### src/inc/rtcs_consts.svh
// named constants for the rtc four-wire serial port
`ifndef RTCS_CONSTS_SVH
`define RTCS_CONSTS_SVH

// transfer-format codes
`define RTCS_FMT_WR_ONE    4'h8
`define RTCS_FMT_WR_BURST  4'h0
`define RTCS_FMT_RD_ONE    4'hc
`define RTCS_FMT_RD_BURST  4'h4

// control byte fields and byte framing
`define RTCS_CTRL_ADDR     7:4
`define RTCS_CTRL_FMT      3:0
`define RTCS_MSB           7
`define RTCS_BIT_LAST      3'h7
`define RTCS_BIT_FIRST     3'h0
`define RTCS_ADDR_STEP     4'h1

// timing, clock in mhz, times in their own units
`define RTCS_CLK_MHZ       200
`define RTCS_GUARD_US      31
`define RTCS_GAP_US        62
`define RTCS_HOLD_S        1
`define RTCS_US_PER_S      1000000
`define RTCS_SCLK_HALF     16'h0008
`define RTCS_TOG_LAST      5'h0f
`define RTCS_TOG_FIRST     5'h00
`define RTCS_CNT_ZERO      16'h0000

`endif

### src/inc/rtcs_pkg.sv
// types and helper functions for the rtc four-wire serial port
`include "rtcs_consts.svh"

package rtcs_pkg;

  typedef enum logic [2:0] {DS_IDLE, DS_CTRL, DS_WRITE, DS_READ, DS_NOP} rtcs_dev_state_t;

  typedef enum logic [2:0] {HS_IDLE, HS_SETUP, HS_GUARD, HS_READY, HS_SHIFT, HS_GAP}
    rtcs_host_state_t;

  typedef enum logic [1:0] {OP_OPEN, OP_BYTE, OP_CLOSE} rtcs_op_t;

  // pointer step, wraps from fh to 0h by width
  function automatic logic [3:0] rtcs_next_addr(input logic [3:0] addr);
    return addr + `RTCS_ADDR_STEP;
  endfunction

  // format nibble to session state
  function automatic rtcs_dev_state_t rtcs_decode(input logic [3:0] fmt);
    rtcs_dev_state_t st;
    st = DS_NOP;
    if (fmt == `RTCS_FMT_WR_ONE || fmt == `RTCS_FMT_WR_BURST)
      st = DS_WRITE;
    else if (fmt == `RTCS_FMT_RD_ONE || fmt == `RTCS_FMT_RD_BURST)
      st = DS_READ;
    return st;
  endfunction

  function automatic logic rtcs_is_burst(input logic [3:0] fmt);
    return (fmt == `RTCS_FMT_WR_BURST) || (fmt == `RTCS_FMT_RD_BURST);
  endfunction

endpackage

### src/inc/rtcs_if.sv
// link wires between the serial host and the rtc serial port
interface rtcs_if;
  logic ce;
  logic sclk;
  logic si;
  logic so_out;
  logic so_oe_n;
  logic so_line;

  // released data-out line reads high, as with a pull-up
  assign so_line = so_oe_n ? 1'b1 : so_out;

  modport dev (input ce, input sclk, input si, output so_out, output so_oe_n);
  modport host (output ce, output sclk, output si, input so_line);
endinterface

### src/hdl/rtcs_device.sv
// device end of the rtc four-wire serial port
// How it works
// - sclk low at ce rise: out rise, in fall
// - sclk high at ce rise: out fall, in rise
// - ce frames session; ce low resets state
// - traffic moves in whole eight-bit bytes
// - control high nibble loads address pointer
// - control low nibble stores transfer format
// - every byte shifts msb first
// - format 8h writes exactly one byte
// - after single write, next byte is control
// - format 0h burst write, pointer wraps
// - burst write ends only at ce fall
// - format ch reads exactly one byte
// - after single read, next byte is control
// - format 4h burst read, pointer wraps
// - burst read ends only at ce fall
// - single reads and writes mix freely
// - nibble decode 8h, 0h, ch, 4h
// - hold seconds carry while ce high, for at most HOLD_CYC cycles
// - host waits 31 us before time access
// - host keeps ce low 62 us
`include "rtcs_consts.svh"

module rtcs_device
  import rtcs_pkg::*;
#(
  parameter int unsigned HOLD_CYC = `RTCS_HOLD_S * `RTCS_CLK_MHZ * `RTCS_US_PER_S
) (
  // clock and reset
  input  wire logic       clk,
  input  wire logic       rst,
  // serial link
  rtcs_if.dev             link,
  // register file side
  output logic      [3:0] reg_addr,
  input  wire logic [7:0] reg_rdata,
  output logic            reg_wr,
  output logic      [3:0] reg_waddr,
  output logic      [7:0] reg_wdata,
  // seconds carry
  input  wire logic       carry_in,
  output logic            carry_out
);

  logic [2:0]      pin_lvl;
  logic [2:0]      pin_rise;
  logic [2:0]      pin_fall;
  logic            ce_lvl;
  logic            ce_rise;
  logic            si_lvl;
  logic            sample_edge;
  logic            launch_edge;
  logic            byte_done;
  logic [7:0]      rx_byte;
  rtcs_dev_state_t state_reg;
  logic            cpol_reg;
  logic [2:0]      bit_cnt_reg;
  logic [7:0]      rx_reg;
  logic [7:0]      tx_reg;
  logic [3:0]      addr_reg;
  logic            burst_reg;
  logic            load_pend_reg;
  logic            so_reg;
  logic            so_oe_n_reg;
  logic            reg_wr_reg;
  logic [3:0]      reg_waddr_reg;
  logic [7:0]      reg_wdata_reg;
  logic            held_reg;
  logic [31:0]     hold_cnt_reg;
  logic            carry_out_reg;
  logic            release_carry;

  // pins come from the host's domain: ce, sclk and si share one delay
  rtcs_sync #(.W(3)) u_pin_sync (
    .clk  (clk),
    .rst  (rst),
    .din  ({link.ce, link.sclk, link.si}),
    .lvl  (pin_lvl),
    .rise (pin_rise),
    .fall (pin_fall)
  );

  assign ce_lvl      = pin_lvl[2];
  assign ce_rise     = pin_rise[2];
  assign si_lvl      = pin_lvl[0];
  assign sample_edge = cpol_reg ? pin_rise[1] : pin_fall[1];
  assign launch_edge = cpol_reg ? pin_fall[1] : pin_rise[1];
  assign rx_byte     = {rx_reg[6:0], si_lvl};
  assign byte_done   = sample_edge && (bit_cnt_reg == `RTCS_BIT_LAST)
                       && (state_reg != DS_IDLE);

  // clock phase is fixed for the whole session at ce rise
  always_ff @(posedge clk or posedge rst)
  begin
    if (rst)
      cpol_reg <= 1'b0;
    else if (ce_rise)
      cpol_reg <= pin_lvl[1];
  end

  // session sequencing
  always_ff @(posedge clk or posedge rst)
  begin
    if (rst)
      state_reg <= DS_IDLE;
    else if (!ce_lvl)
      state_reg <= DS_IDLE;
    else if (ce_rise)
      state_reg <= DS_CTRL;
    else if (byte_done)
    begin
      unique case (state_reg)
        DS_CTRL:
          state_reg <= rtcs_decode(rx_byte[`RTCS_CTRL_FMT]);
        DS_WRITE:
          if (!burst_reg)
            state_reg <= DS_CTRL;
        DS_READ:
          if (!burst_reg)
            state_reg <= DS_CTRL;
        DS_IDLE,
        DS_NOP:
          state_reg <= state_reg;
      endcase
    end
  end

  // bit counting, a partial byte is dropped at ce fall
  always_ff @(posedge clk or posedge rst)
  begin
    if (rst)
      bit_cnt_reg <= `RTCS_BIT_FIRST;
    else if (!ce_lvl || ce_rise)
      bit_cnt_reg <= `RTCS_BIT_FIRST;
    else if (sample_edge)
      bit_cnt_reg <= bit_cnt_reg + 3'h1;
  end

  always_ff @(posedge clk or posedge rst)
  begin
    if (rst)
      rx_reg <= 8'h00;
    else if (sample_edge)
      rx_reg <= rx_byte;
  end

  // address pointer and burst flag
  always_ff @(posedge clk or posedge rst)
  begin
    if (rst)
    begin
      addr_reg  <= 4'h0;
      burst_reg <= 1'b0;
    end
    else if (byte_done)
    begin
      if (state_reg == DS_CTRL)
      begin
        addr_reg  <= rx_byte[`RTCS_CTRL_ADDR];
        burst_reg <= rtcs_is_burst(rx_byte[`RTCS_CTRL_FMT]);
      end
      else if (burst_reg && (state_reg == DS_WRITE || state_reg == DS_READ))
        addr_reg <= rtcs_next_addr(addr_reg);
    end
  end

  // write strobe carries its own address, the pointer may already have moved
  always_ff @(posedge clk or posedge rst)
  begin
    if (rst)
    begin
      reg_wr_reg    <= 1'b0;
      reg_waddr_reg <= 4'h0;
      reg_wdata_reg <= 8'h00;
    end
    else
    begin
      reg_wr_reg <= byte_done && (state_reg == DS_WRITE);
      if (byte_done && state_reg == DS_WRITE)
      begin
        reg_waddr_reg <= addr_reg;
        reg_wdata_reg <= rx_byte;
      end
    end
  end

  // read data is fetched one cycle after the pointer settles
  always_ff @(posedge clk or posedge rst)
  begin
    if (rst)
      load_pend_reg <= 1'b0;
    else
      load_pend_reg <= byte_done && ce_lvl
                       && ((state_reg == DS_CTRL
                            && rtcs_decode(rx_byte[`RTCS_CTRL_FMT]) == DS_READ)
                           || (state_reg == DS_READ && burst_reg));
  end

  always_ff @(posedge clk or posedge rst)
  begin
    if (rst)
      tx_reg <= 8'h00;
    else if (load_pend_reg)
      tx_reg <= reg_rdata;
    else if (launch_edge && state_reg == DS_READ)
      tx_reg <= {tx_reg[6:0], 1'b0};
  end

  // output driver, released outside read bytes
  always_ff @(posedge clk or posedge rst)
  begin
    if (rst)
    begin
      so_reg      <= 1'b1;
      so_oe_n_reg <= 1'b1;
    end
    else if (!ce_lvl)
    begin
      so_reg      <= 1'b1;
      so_oe_n_reg <= 1'b1;
    end
    else if (byte_done && state_reg == DS_READ && !burst_reg)
      so_oe_n_reg <= 1'b1;
    else if (launch_edge && state_reg == DS_READ)
    begin
      so_reg      <= tx_reg[`RTCS_MSB];
      so_oe_n_reg <= 1'b0;
    end
  end

  // seconds carry held while the host reads or writes time
  assign release_carry = held_reg
                         && (!ce_lvl || hold_cnt_reg >= HOLD_CYC - 32'd1);

  always_ff @(posedge clk or posedge rst)
  begin
    if (rst)
      held_reg <= 1'b0;
    else if (carry_in && ce_lvl)
      held_reg <= 1'b1;
    else if (release_carry)
      held_reg <= 1'b0;
  end

  // the hold is capped so a stuck host cannot stop the clock
  always_ff @(posedge clk or posedge rst)
  begin
    if (rst)
      hold_cnt_reg <= 32'h0000_0000;
    else if (!held_reg || !ce_lvl)
      hold_cnt_reg <= 32'h0000_0000;
    else
      hold_cnt_reg <= hold_cnt_reg + 32'h0000_0001;
  end

  always_ff @(posedge clk or posedge rst)
  begin
    if (rst)
      carry_out_reg <= 1'b0;
    else
      carry_out_reg <= (carry_in && !ce_lvl) || release_carry;
  end

  assign link.so_out  = so_reg;
  assign link.so_oe_n = so_oe_n_reg;
  assign reg_addr     = addr_reg;
  assign reg_wr       = reg_wr_reg;
  assign reg_waddr    = reg_waddr_reg;
  assign reg_wdata    = reg_wdata_reg;
  assign carry_out    = carry_out_reg;

endmodule

### src/hdl/rtcs_sync.sv
// two-flop synchroniser with edge detection on the settled level
module rtcs_sync #(
  parameter int W = 1
) (
  // clock and reset
  input  wire logic         clk,
  input  wire logic         rst,
  // pins in
  input  wire logic [W-1:0] din,
  // synchronised level and edges
  output logic      [W-1:0] lvl,
  output logic      [W-1:0] rise,
  output logic      [W-1:0] fall
);

  logic [W-1:0] meta_reg;
  logic [W-1:0] sync_reg;
  logic [W-1:0] prev_reg;

  // meta_reg feeds only sync_reg
  always_ff @(posedge clk or posedge rst)
  begin
    if (rst)
    begin
      meta_reg <= '0;
      sync_reg <= '0;
      prev_reg <= '0;
    end
    else
    begin
      meta_reg <= din;
      sync_reg <= meta_reg;
      prev_reg <= sync_reg;
    end
  end

  assign lvl  = sync_reg;
  assign rise = sync_reg & ~prev_reg;
  assign fall = ~sync_reg & prev_reg;

endmodule

### src/flat_wrapper.sv
// flat-port wrapper written by rule: the top's interface ports become plain ports
module rtcs_device_flat import rtcs_pkg::*;
#(
  parameter int unsigned HOLD_CYC = `RTCS_HOLD_S * `RTCS_CLK_MHZ * `RTCS_US_PER_S
)
  (clk, rst, reg_addr, reg_rdata, reg_wr, reg_waddr, reg_wdata, carry_in, carry_out, link_ce, link_sclk, link_si, link_so_out, link_so_oe_n);
  rtcs_if link_i ();
  input  wire logic clk;
  input  wire logic rst;
  output logic      [3:0] reg_addr;
  input  wire logic [7:0] reg_rdata;
  output logic reg_wr;
  output logic      [3:0] reg_waddr;
  output logic      [7:0] reg_wdata;
  input  wire logic carry_in;
  output logic carry_out;
  input wire logic [$bits(link_i.ce)-1:0] link_ce;
  input wire logic [$bits(link_i.sclk)-1:0] link_sclk;
  input wire logic [$bits(link_i.si)-1:0] link_si;
  output wire logic [$bits(link_i.so_out)-1:0] link_so_out;
  output wire logic [$bits(link_i.so_oe_n)-1:0] link_so_oe_n;
  assign link_i.ce = link_ce;
  assign link_i.sclk = link_sclk;
  assign link_i.si = link_si;
  assign link_so_out = link_i.so_out;
  assign link_so_oe_n = link_i.so_oe_n;
  rtcs_device #(.HOLD_CYC(HOLD_CYC)) u_core (.clk(clk), .rst(rst), .link(link_i), .reg_addr(reg_addr), .reg_rdata(reg_rdata), .reg_wr(reg_wr), .reg_waddr(reg_waddr), .reg_wdata(reg_wdata), .carry_in(carry_in), .carry_out(carry_out));
endmodule
### config.mk
export PLATFORM = sky130hd
export DESIGN_NAME = rtcs_device_flat
export DESIGN_NICKNAME = d
export VERILOG_FILES = /design/src/inc/rtcs_pkg.sv /design/src/inc/rtcs_if.sv /design/src/hdl/rtcs_device.sv /design/src/hdl/rtcs_sync.sv /design/src/flat_wrapper.sv
export VERILOG_INCLUDE_DIRS = /design/src /design/src/inc
export SDC_FILE = /design/constraint.sdc
export NUM_CORES = 1
export LEC_CHECK = 0
export ABC_AREA = 1
export BUFFER_PORTS_ARGS = -buffer_cell sky130_fd_sc_hd__buf_2
export CORE_UTILIZATION = 62
export CTS_CLUSTER_SIZE = 10
export DETAILED_ROUTE_END_ITERATION = 8
export GPL_ROUTABILITY_DRIVEN = 0
export PLACE_DENSITY = 0.82
export SETUP_SLACK_MARGIN = 0.4
export SYNTH_ARGS = -nofsm -noshare
export SYNTH_HDL_FRONTEND = slang
export SYNTH_SLANG_ARGS = --single-unit
### constraint.sdc
create_clock -name clk -period 6.5 [get_ports clk]
set_clock_uncertainty 0.15 [all_clocks]
set_input_delay 0.325 -clock clk [delete_from_list [all_inputs] [get_ports clk]]
set_output_delay 0.325 -clock clk [all_outputs]
set_load 0.01 [all_outputs]
Word level (Yosys, flattened, before mapping)
Cells that the tools add are included.

word-level totals
  latch bits = 0
  bits in registers = 86
  memory bits (read-only) = 0
  memories = 0
  bits in writable memories = 0
  output and inout bits = 20
  input bits = 14
  logic and storage cells = 105

operators by class
  reductions and logical operators = 39
  order comparisons = 1
  bitwise operators = 4
  shift-type cells = 0
  multiply operators = 0
  multiplexer cells = 24
  $add $sub $neg = 3
  equal/unequal tests = 15
  div/mod/pow operators = 0

operators with widths
  cell                                                   count
  adder 32 x 1 -> 32 bit, second input constant          1
  >= comparator 32 x 28 -> 1 bit, second input constant  1
  2-to-1 mux 32 bit                                      1
  2-to-1 mux 3 bit                                       8
  2-to-1 mux 8 bit                                       2
  logical AND 1 bit                                      14
  2-to-1 mux 1 bit                                       10
  == test 3 x 2 -> 1 bit, second input constant          3
  logical OR 1 bit                                       9
  == test 4 bit, second input constant                   2
  2-to-1 mux 4 bit                                       2
  nonzero test 2 bit                                     4
  == test 3 bit, second input constant                   2
  != test 3 x 1 -> 1 bit, second input constant          2
  case mux 3 bit (2 select lines)                        1
  AND reduction 2 bit                                    3
  adder 4 x 1 -> 4 bit, second input constant            1
  == test 4 x 3 -> 1 bit, second input constant          1
  logical NOT 4 bit                                      1
  != test 4 x 3 -> 1 bit, second input constant          1
  OR reduction 2 bit                                     2
  adder 3 x 1 -> 3 bit, second input constant            1
  bitwise AND 3 bit                                      1
  == test 3 x 1 -> 1 bit, second input constant          1
  10 further kinds                                       12

Logic depth before layout (Yosys ltp)
  word-level depth = 9
  mapped depth = 10
  depth with buffers taken out = 10

Modules after synthesis
Synthesis repeated with hierarchy kept, for this count alone.

second synthesis, totals
  cell total of the unflattened synthesis = 558
  area total of the unflattened synthesis = 4269.1 um^2

by module, submodules not included
  module       cells each  times used  seq. area each (um^2)  area an instance (um^2)
  rtcs_device  536         1           1929.4                 3995.1
  rtcs_sync    22          1           225.2                  274.0

Worst setup path after synthesis
Ideal clock, no wire load.

  path type = flip-flop to flip-flop
  start point = register u_core.hold_cnt_reg[0]
  end point = register u_core.hold_cnt_reg[18]
  clock period less this slack = 1.550 ns
  setup slack = 4.950 ns
  library setup time = 0.117 ns
  path buffers = 0
  stages on the path, launching flop included = 11
  arrival = 1.283 ns
  required time = 6.233 ns
  cells stage by stage = dfrtp_1 > ha_1 > nand2_1 > nor2_2 > nand2_1 > nor2_4 > nand3_2 > nor2_2 > nand2_1 > nand2_1 > nor2_1

on the way
  word-level cells in the longest chain between the ends = 2

RTL lines
  element                 RTL line            RTL
  start, declared         rtcs_device.sv:70   logic [31:0] hold_cnt_reg;
  start signal, assigned  rtcs_device.sv:254  hold_cnt_reg <= hold_cnt_reg + 32'h0000_0001;
  adder 32 x 1 -> 32 bit  rtcs_device.sv:254
  2-to-1 mux 32 bit       rtcs_device.sv:251  else if (!held_reg || !ce_lvl)

No other way between the ends.
A chain may end at the register's enable or synchronous reset.

Worst setup path in the final report
  start point = register u_core.u_pin_sync.prev_reg[1]
  end point = register u_core.reg_wdata_reg[0] (netlist: u_core.reg_wdata[0])

on the way
  word-level cells in the longest chain between the ends = 6
  elaborated cells on any way between the ends = 7
  classes of those cells = mux (1); bitwise (3); reduce/logical (3)

RTL lines
  element                              RTL line            RTL
  start, declared                      rtcs_sync.sv:18     logic [W-1:0] prev_reg;
  start signal, assigned               rtcs_sync.sv:33     prev_reg <= sync_reg;
  NOT 3 bit                            rtcs_sync.sv:38     assign rise = sync_reg & ~prev_reg;
  bitwise AND 3 bit                    rtcs_sync.sv:38
  2-to-1 mux 1 bit (*)                 rtcs_device.sv:87   assign sample_edge = cpol_reg ? pin_rise[1] : pin_fall[1];
  logical AND 1 bit (*) (2 in series)  rtcs_device.sv:90   assign byte_done = sample_edge && (bit_cnt_reg == `RTCS_BIT_LAST)
  logical AND 1 bit (*)                rtcs_device.sv:180  if (byte_done && state_reg == DS_WRITE)
  end signal, assigned                 rtcs_device.sv:183  reg_wdata_reg <= rx_byte;
  end, declared                        rtcs_device.sv:68   logic [7:0] reg_wdata_reg;

Mark *: on every way between the ends. The rest lies on a longest branch, timed or not.

==> out/results.tsv <==
metric	value	unit
ir_drop	0.000164	V
path_class	register to register	
pwr_density_cell	224	mW/mm^2
final-hold-violation-count	0	
nFillCells	484	
dr.pass1.iters	7	
postRouteAntennaNets	0	
worstHoldStart	reg_rdata[7]	
synthesis.area	0.00420	mm^2
fmax	537	MHz
initial_core_util	65.1	%
vias_per_cell	5.58	
final_layout_size_suffix_gt1_share	16.7	%
violations	design-rule violations	
reg2reg_depth	9	
grt_pass1_wl	15.4	mm
dr_total_vias	3599	
synth-async-reset-ratio	100	%
worstSetupEndpointType	register	
slowest_stage	dfrtp_1	
worstSetupStartpointType	register	
post-route-period-util	28.7	%
crit_required	6.64	ns
placementRows	29	
antenna_cells	0	
routed_wl	9.06	mm
crit_arrival	2.01	ns
cts_tree	done	
multi_input_area	0.00180	mm^2
setup_viol_count_final	0	
worst_pin_slew	0.749	ns
setup-tns-final	0	ns
cts_buffers	9	
clk_latency	0.36	ns
remaining_drc_errors	4	
place_ws	4.65	ns
grt_usage	28.0	%
die_height	84.3	um
dieArea	0.00711	mm^2
pin_count	34	
max-slew-margin-rel	50.1	%
final_area	0.00471	mm^2
cts-root-buf	clkbuf_8	
p_leak	2.22	nW
h-tree-depth	3	
core	0.00646	mm^2
critPathTopFamily	simple AND/OR/NAND/NOR gates	
clock_sinks	85	
crit_path_max_fanout	23	
grt-ovfl-total	0	
largest_reg_flops	32	
ys_seq_area_share	50.7	%
die_w	84.3	um
status	finished with violations	
yosys_register_bits	85	
cap_viol_max_count	0	
syn_inst	520	
post-dp-hpwl	6.58	mm
synth_cell_types	38	
min_to	u_core.tx_reg[7]	
grt_max_degree	61	
worst-path-buf-inv	3	
min_path_type	primary input to register	
min_path_cells	3	
yosysWarnings	0	
setup_ws	4.64	ns
avgSynthCellArea	8.08	um^2
cp_cell_sequence	inv_1 -> nand3_2 -> nand2_4 -> nand2_4 -> inv_2 -> nand3_2 -> inv_1 -> nand2_1 -> nand2_1	
io_buffers	33	
synth_flop_cell	dfrtp_1	
grt_pass1_vias	3352	
cts_setup_buffers	0	
antenna_found_initial	0	
synthToLayoutAreaGrowth	12.2	%
rsz0062_at_grt	false	
rrSetupSlack	4.64	ns
cts.clk_slew.worst_paths	0.08	ns
synth_edf_count	0	
slowest_delay	0.43	ns
regArea	0.00213	mm^2
dpl_cell_area	0.00445	mm^2
period_needed	1.86	ns
slew_viol_final	0	
drt_iter0_drc	332	
timing.rr.start	u_core.u_pin_sync.prev_reg[1]	
fin_nets	581	
wl_per_cell	14.0	um
clockBufferDepth	2	
r2r-end	u_core.reg_wdata[0]	
synth_nets	538	
## cells by family after synthesis
| family | after synthesis | synth area share (%) |
|---|---|---|
| buf+inv | 71 | 6.52 |
| simple gates | 280 | 30.6 |
| compound gates | 72 | 9.29 |
| flops | 85 | 50.7 |
| xor+xnor | 8 | 1.67 |
| fa+ha+maj | 4 | 1.19 |
## synth_stat cells (2+ instances only)
cell | n | share of area (%)
xnor2_1 | 2 | 0.42
nor3_1 | 8 | 0.95
clkbuf_1 | 3 | 0.27
o21ai_0 | 23 | 2.7
nor2_2 | 9 | 1.3
nand4_1 | 8 | 1.2
o211ai_1 | 3 | 0.54
nor2_1 | 74 | 6.6
nand2_1 | 127 | 11
dfstp_2 | 2 | 1.3
buf_2 | 4 | 0.48
inv_1 | 53 | 4.7
nand3_1 | 32 | 3.8
nor2_4 | 3 | 0.80
xor2_1 | 6 | 1.3
nand2_2 | 5 | 0.74
a21oi_1 | 21 | 2.5
nand2_4 | 2 | 0.54
nor3_4 | 2 | 0.77
dfrtp_1 | 83 | 49
nand3_2 | 4 | 0.95
a31oi_1 | 2 | 0.30
nor3_2 | 2 | 0.48
inv_2 | 10 | 0.89
o21ai_1 | 16 | 1.9
ha_1 | 4 | 1.2
## layout by cell type, fill, tap and decap left out, types with 2 or more instances in the layout
cell / instances
nor3_4: 2
dlygate4sd3_1: 4
xnor2_1: 2
dfstp_2: 2
inv_1: 52
inv_6: 2
dfrtp_1: 83
nand3_2: 4
ha_1: 4
nand2_4: 2
o21ai_0: 23
a21oi_1: 21
buf_4: 2
nand2_2: 5
inv_2: 10
clkbuf_8: 10
nor2_4: 3
nand4_1: 8
o21ai_1: 16
nor3_2: 2
nand3_1: 32
nor3_1: 8
a31oi_1: 2
nand2_1: 127
o211ai_1: 3
xor2_1: 6
nor2_2: 9
clkinv_2: 2
buf_2: 33
bufinv_16: 2
nor2_1: 74
## area by class of cell
class | count | share of cell area [%]
sequential | 85 | 45.2
multi-input combinational | 364 | 38.2
inverter | 64 | 5.18
timing repair buffer | 39 | 4.67
clock buffer | 11 | 3.00
tap | 77 | 2.04
clock inverter | 5 | 1.75
## report_power, final
group          switching, W  total [W]  internal (W)
Combinational     0.0000500  0.0000717     0.0000218
Sequential        0.0000158   0.000565      0.000549
Clock              0.000191   0.000420      0.000229
## worst max-delay path by stage
stage,depth (start not counted),startpoint,slack [ns],end
after floorplan,1,rst,3.83,u_core.bit_cnt_reg[0]
after global placement,9,u_core.u_pin_sync.prev_reg[1],4.77,u_core.reg_waddr[2]
after detailed placement,9,u_core.u_pin_sync.prev_reg[1],4.65,u_core.reg_wdata[0]
after CTS,9,u_core.u_pin_sync.prev_reg[1],4.62,u_core.reg_wdata[0]
after global routing,9,u_core.u_pin_sync.lvl[1],4.43,u_core.reg_wdata[0]
final,9,u_core.u_pin_sync.prev_reg[1],4.64,u_core.reg_wdata[0]
## what timing repair did
action                                  CTS  global route
gates resized for setup                   0             0
endpoints found under the setup margin    0             0
hold buffers                              4             0
endpoints found under the hold margin    27             0
## layer usage
| layer | global-route usage (%) | up-vias | routed length, um |
|---|---|---|---|
| met5 | 0 | - | 0 |
| met4 | 8.46 | 0 | 151 |
| met3 | 6.10 | 14 | 521 |
| met2 | 46.1 | 125 | 4370 |
| met1 | 37.6 | 1705 | 4020 |
| li1 | - | 1755 | - |
## tightest hold or removal path: stages
cell     delay (ns)
buf_2          0.08
nand2_1        0.04
nand3_1        0.07
## through the flow
| stage | hold slack, ns | power, W | std cells | utilization (%) |
|---|---|---|---|---|
| global placement | 0.178 | 0.000642 | 625 | 68.9 |
| finish | 0.0457 | 0.00106 | 645 | 73.0 |
| CTS | 0.0371 | 0.00106 | 645 | 73.0 |
| global route | 0.0413 | 0.00110 | 645 | 73.0 |
| detailed placement | 0.192 | 0.000645 | 625 | 68.9 |
| floorplan | 0.181 | 0.000621 | 520 | - |
No activity file was read; power rests on OpenSTA's default activity.
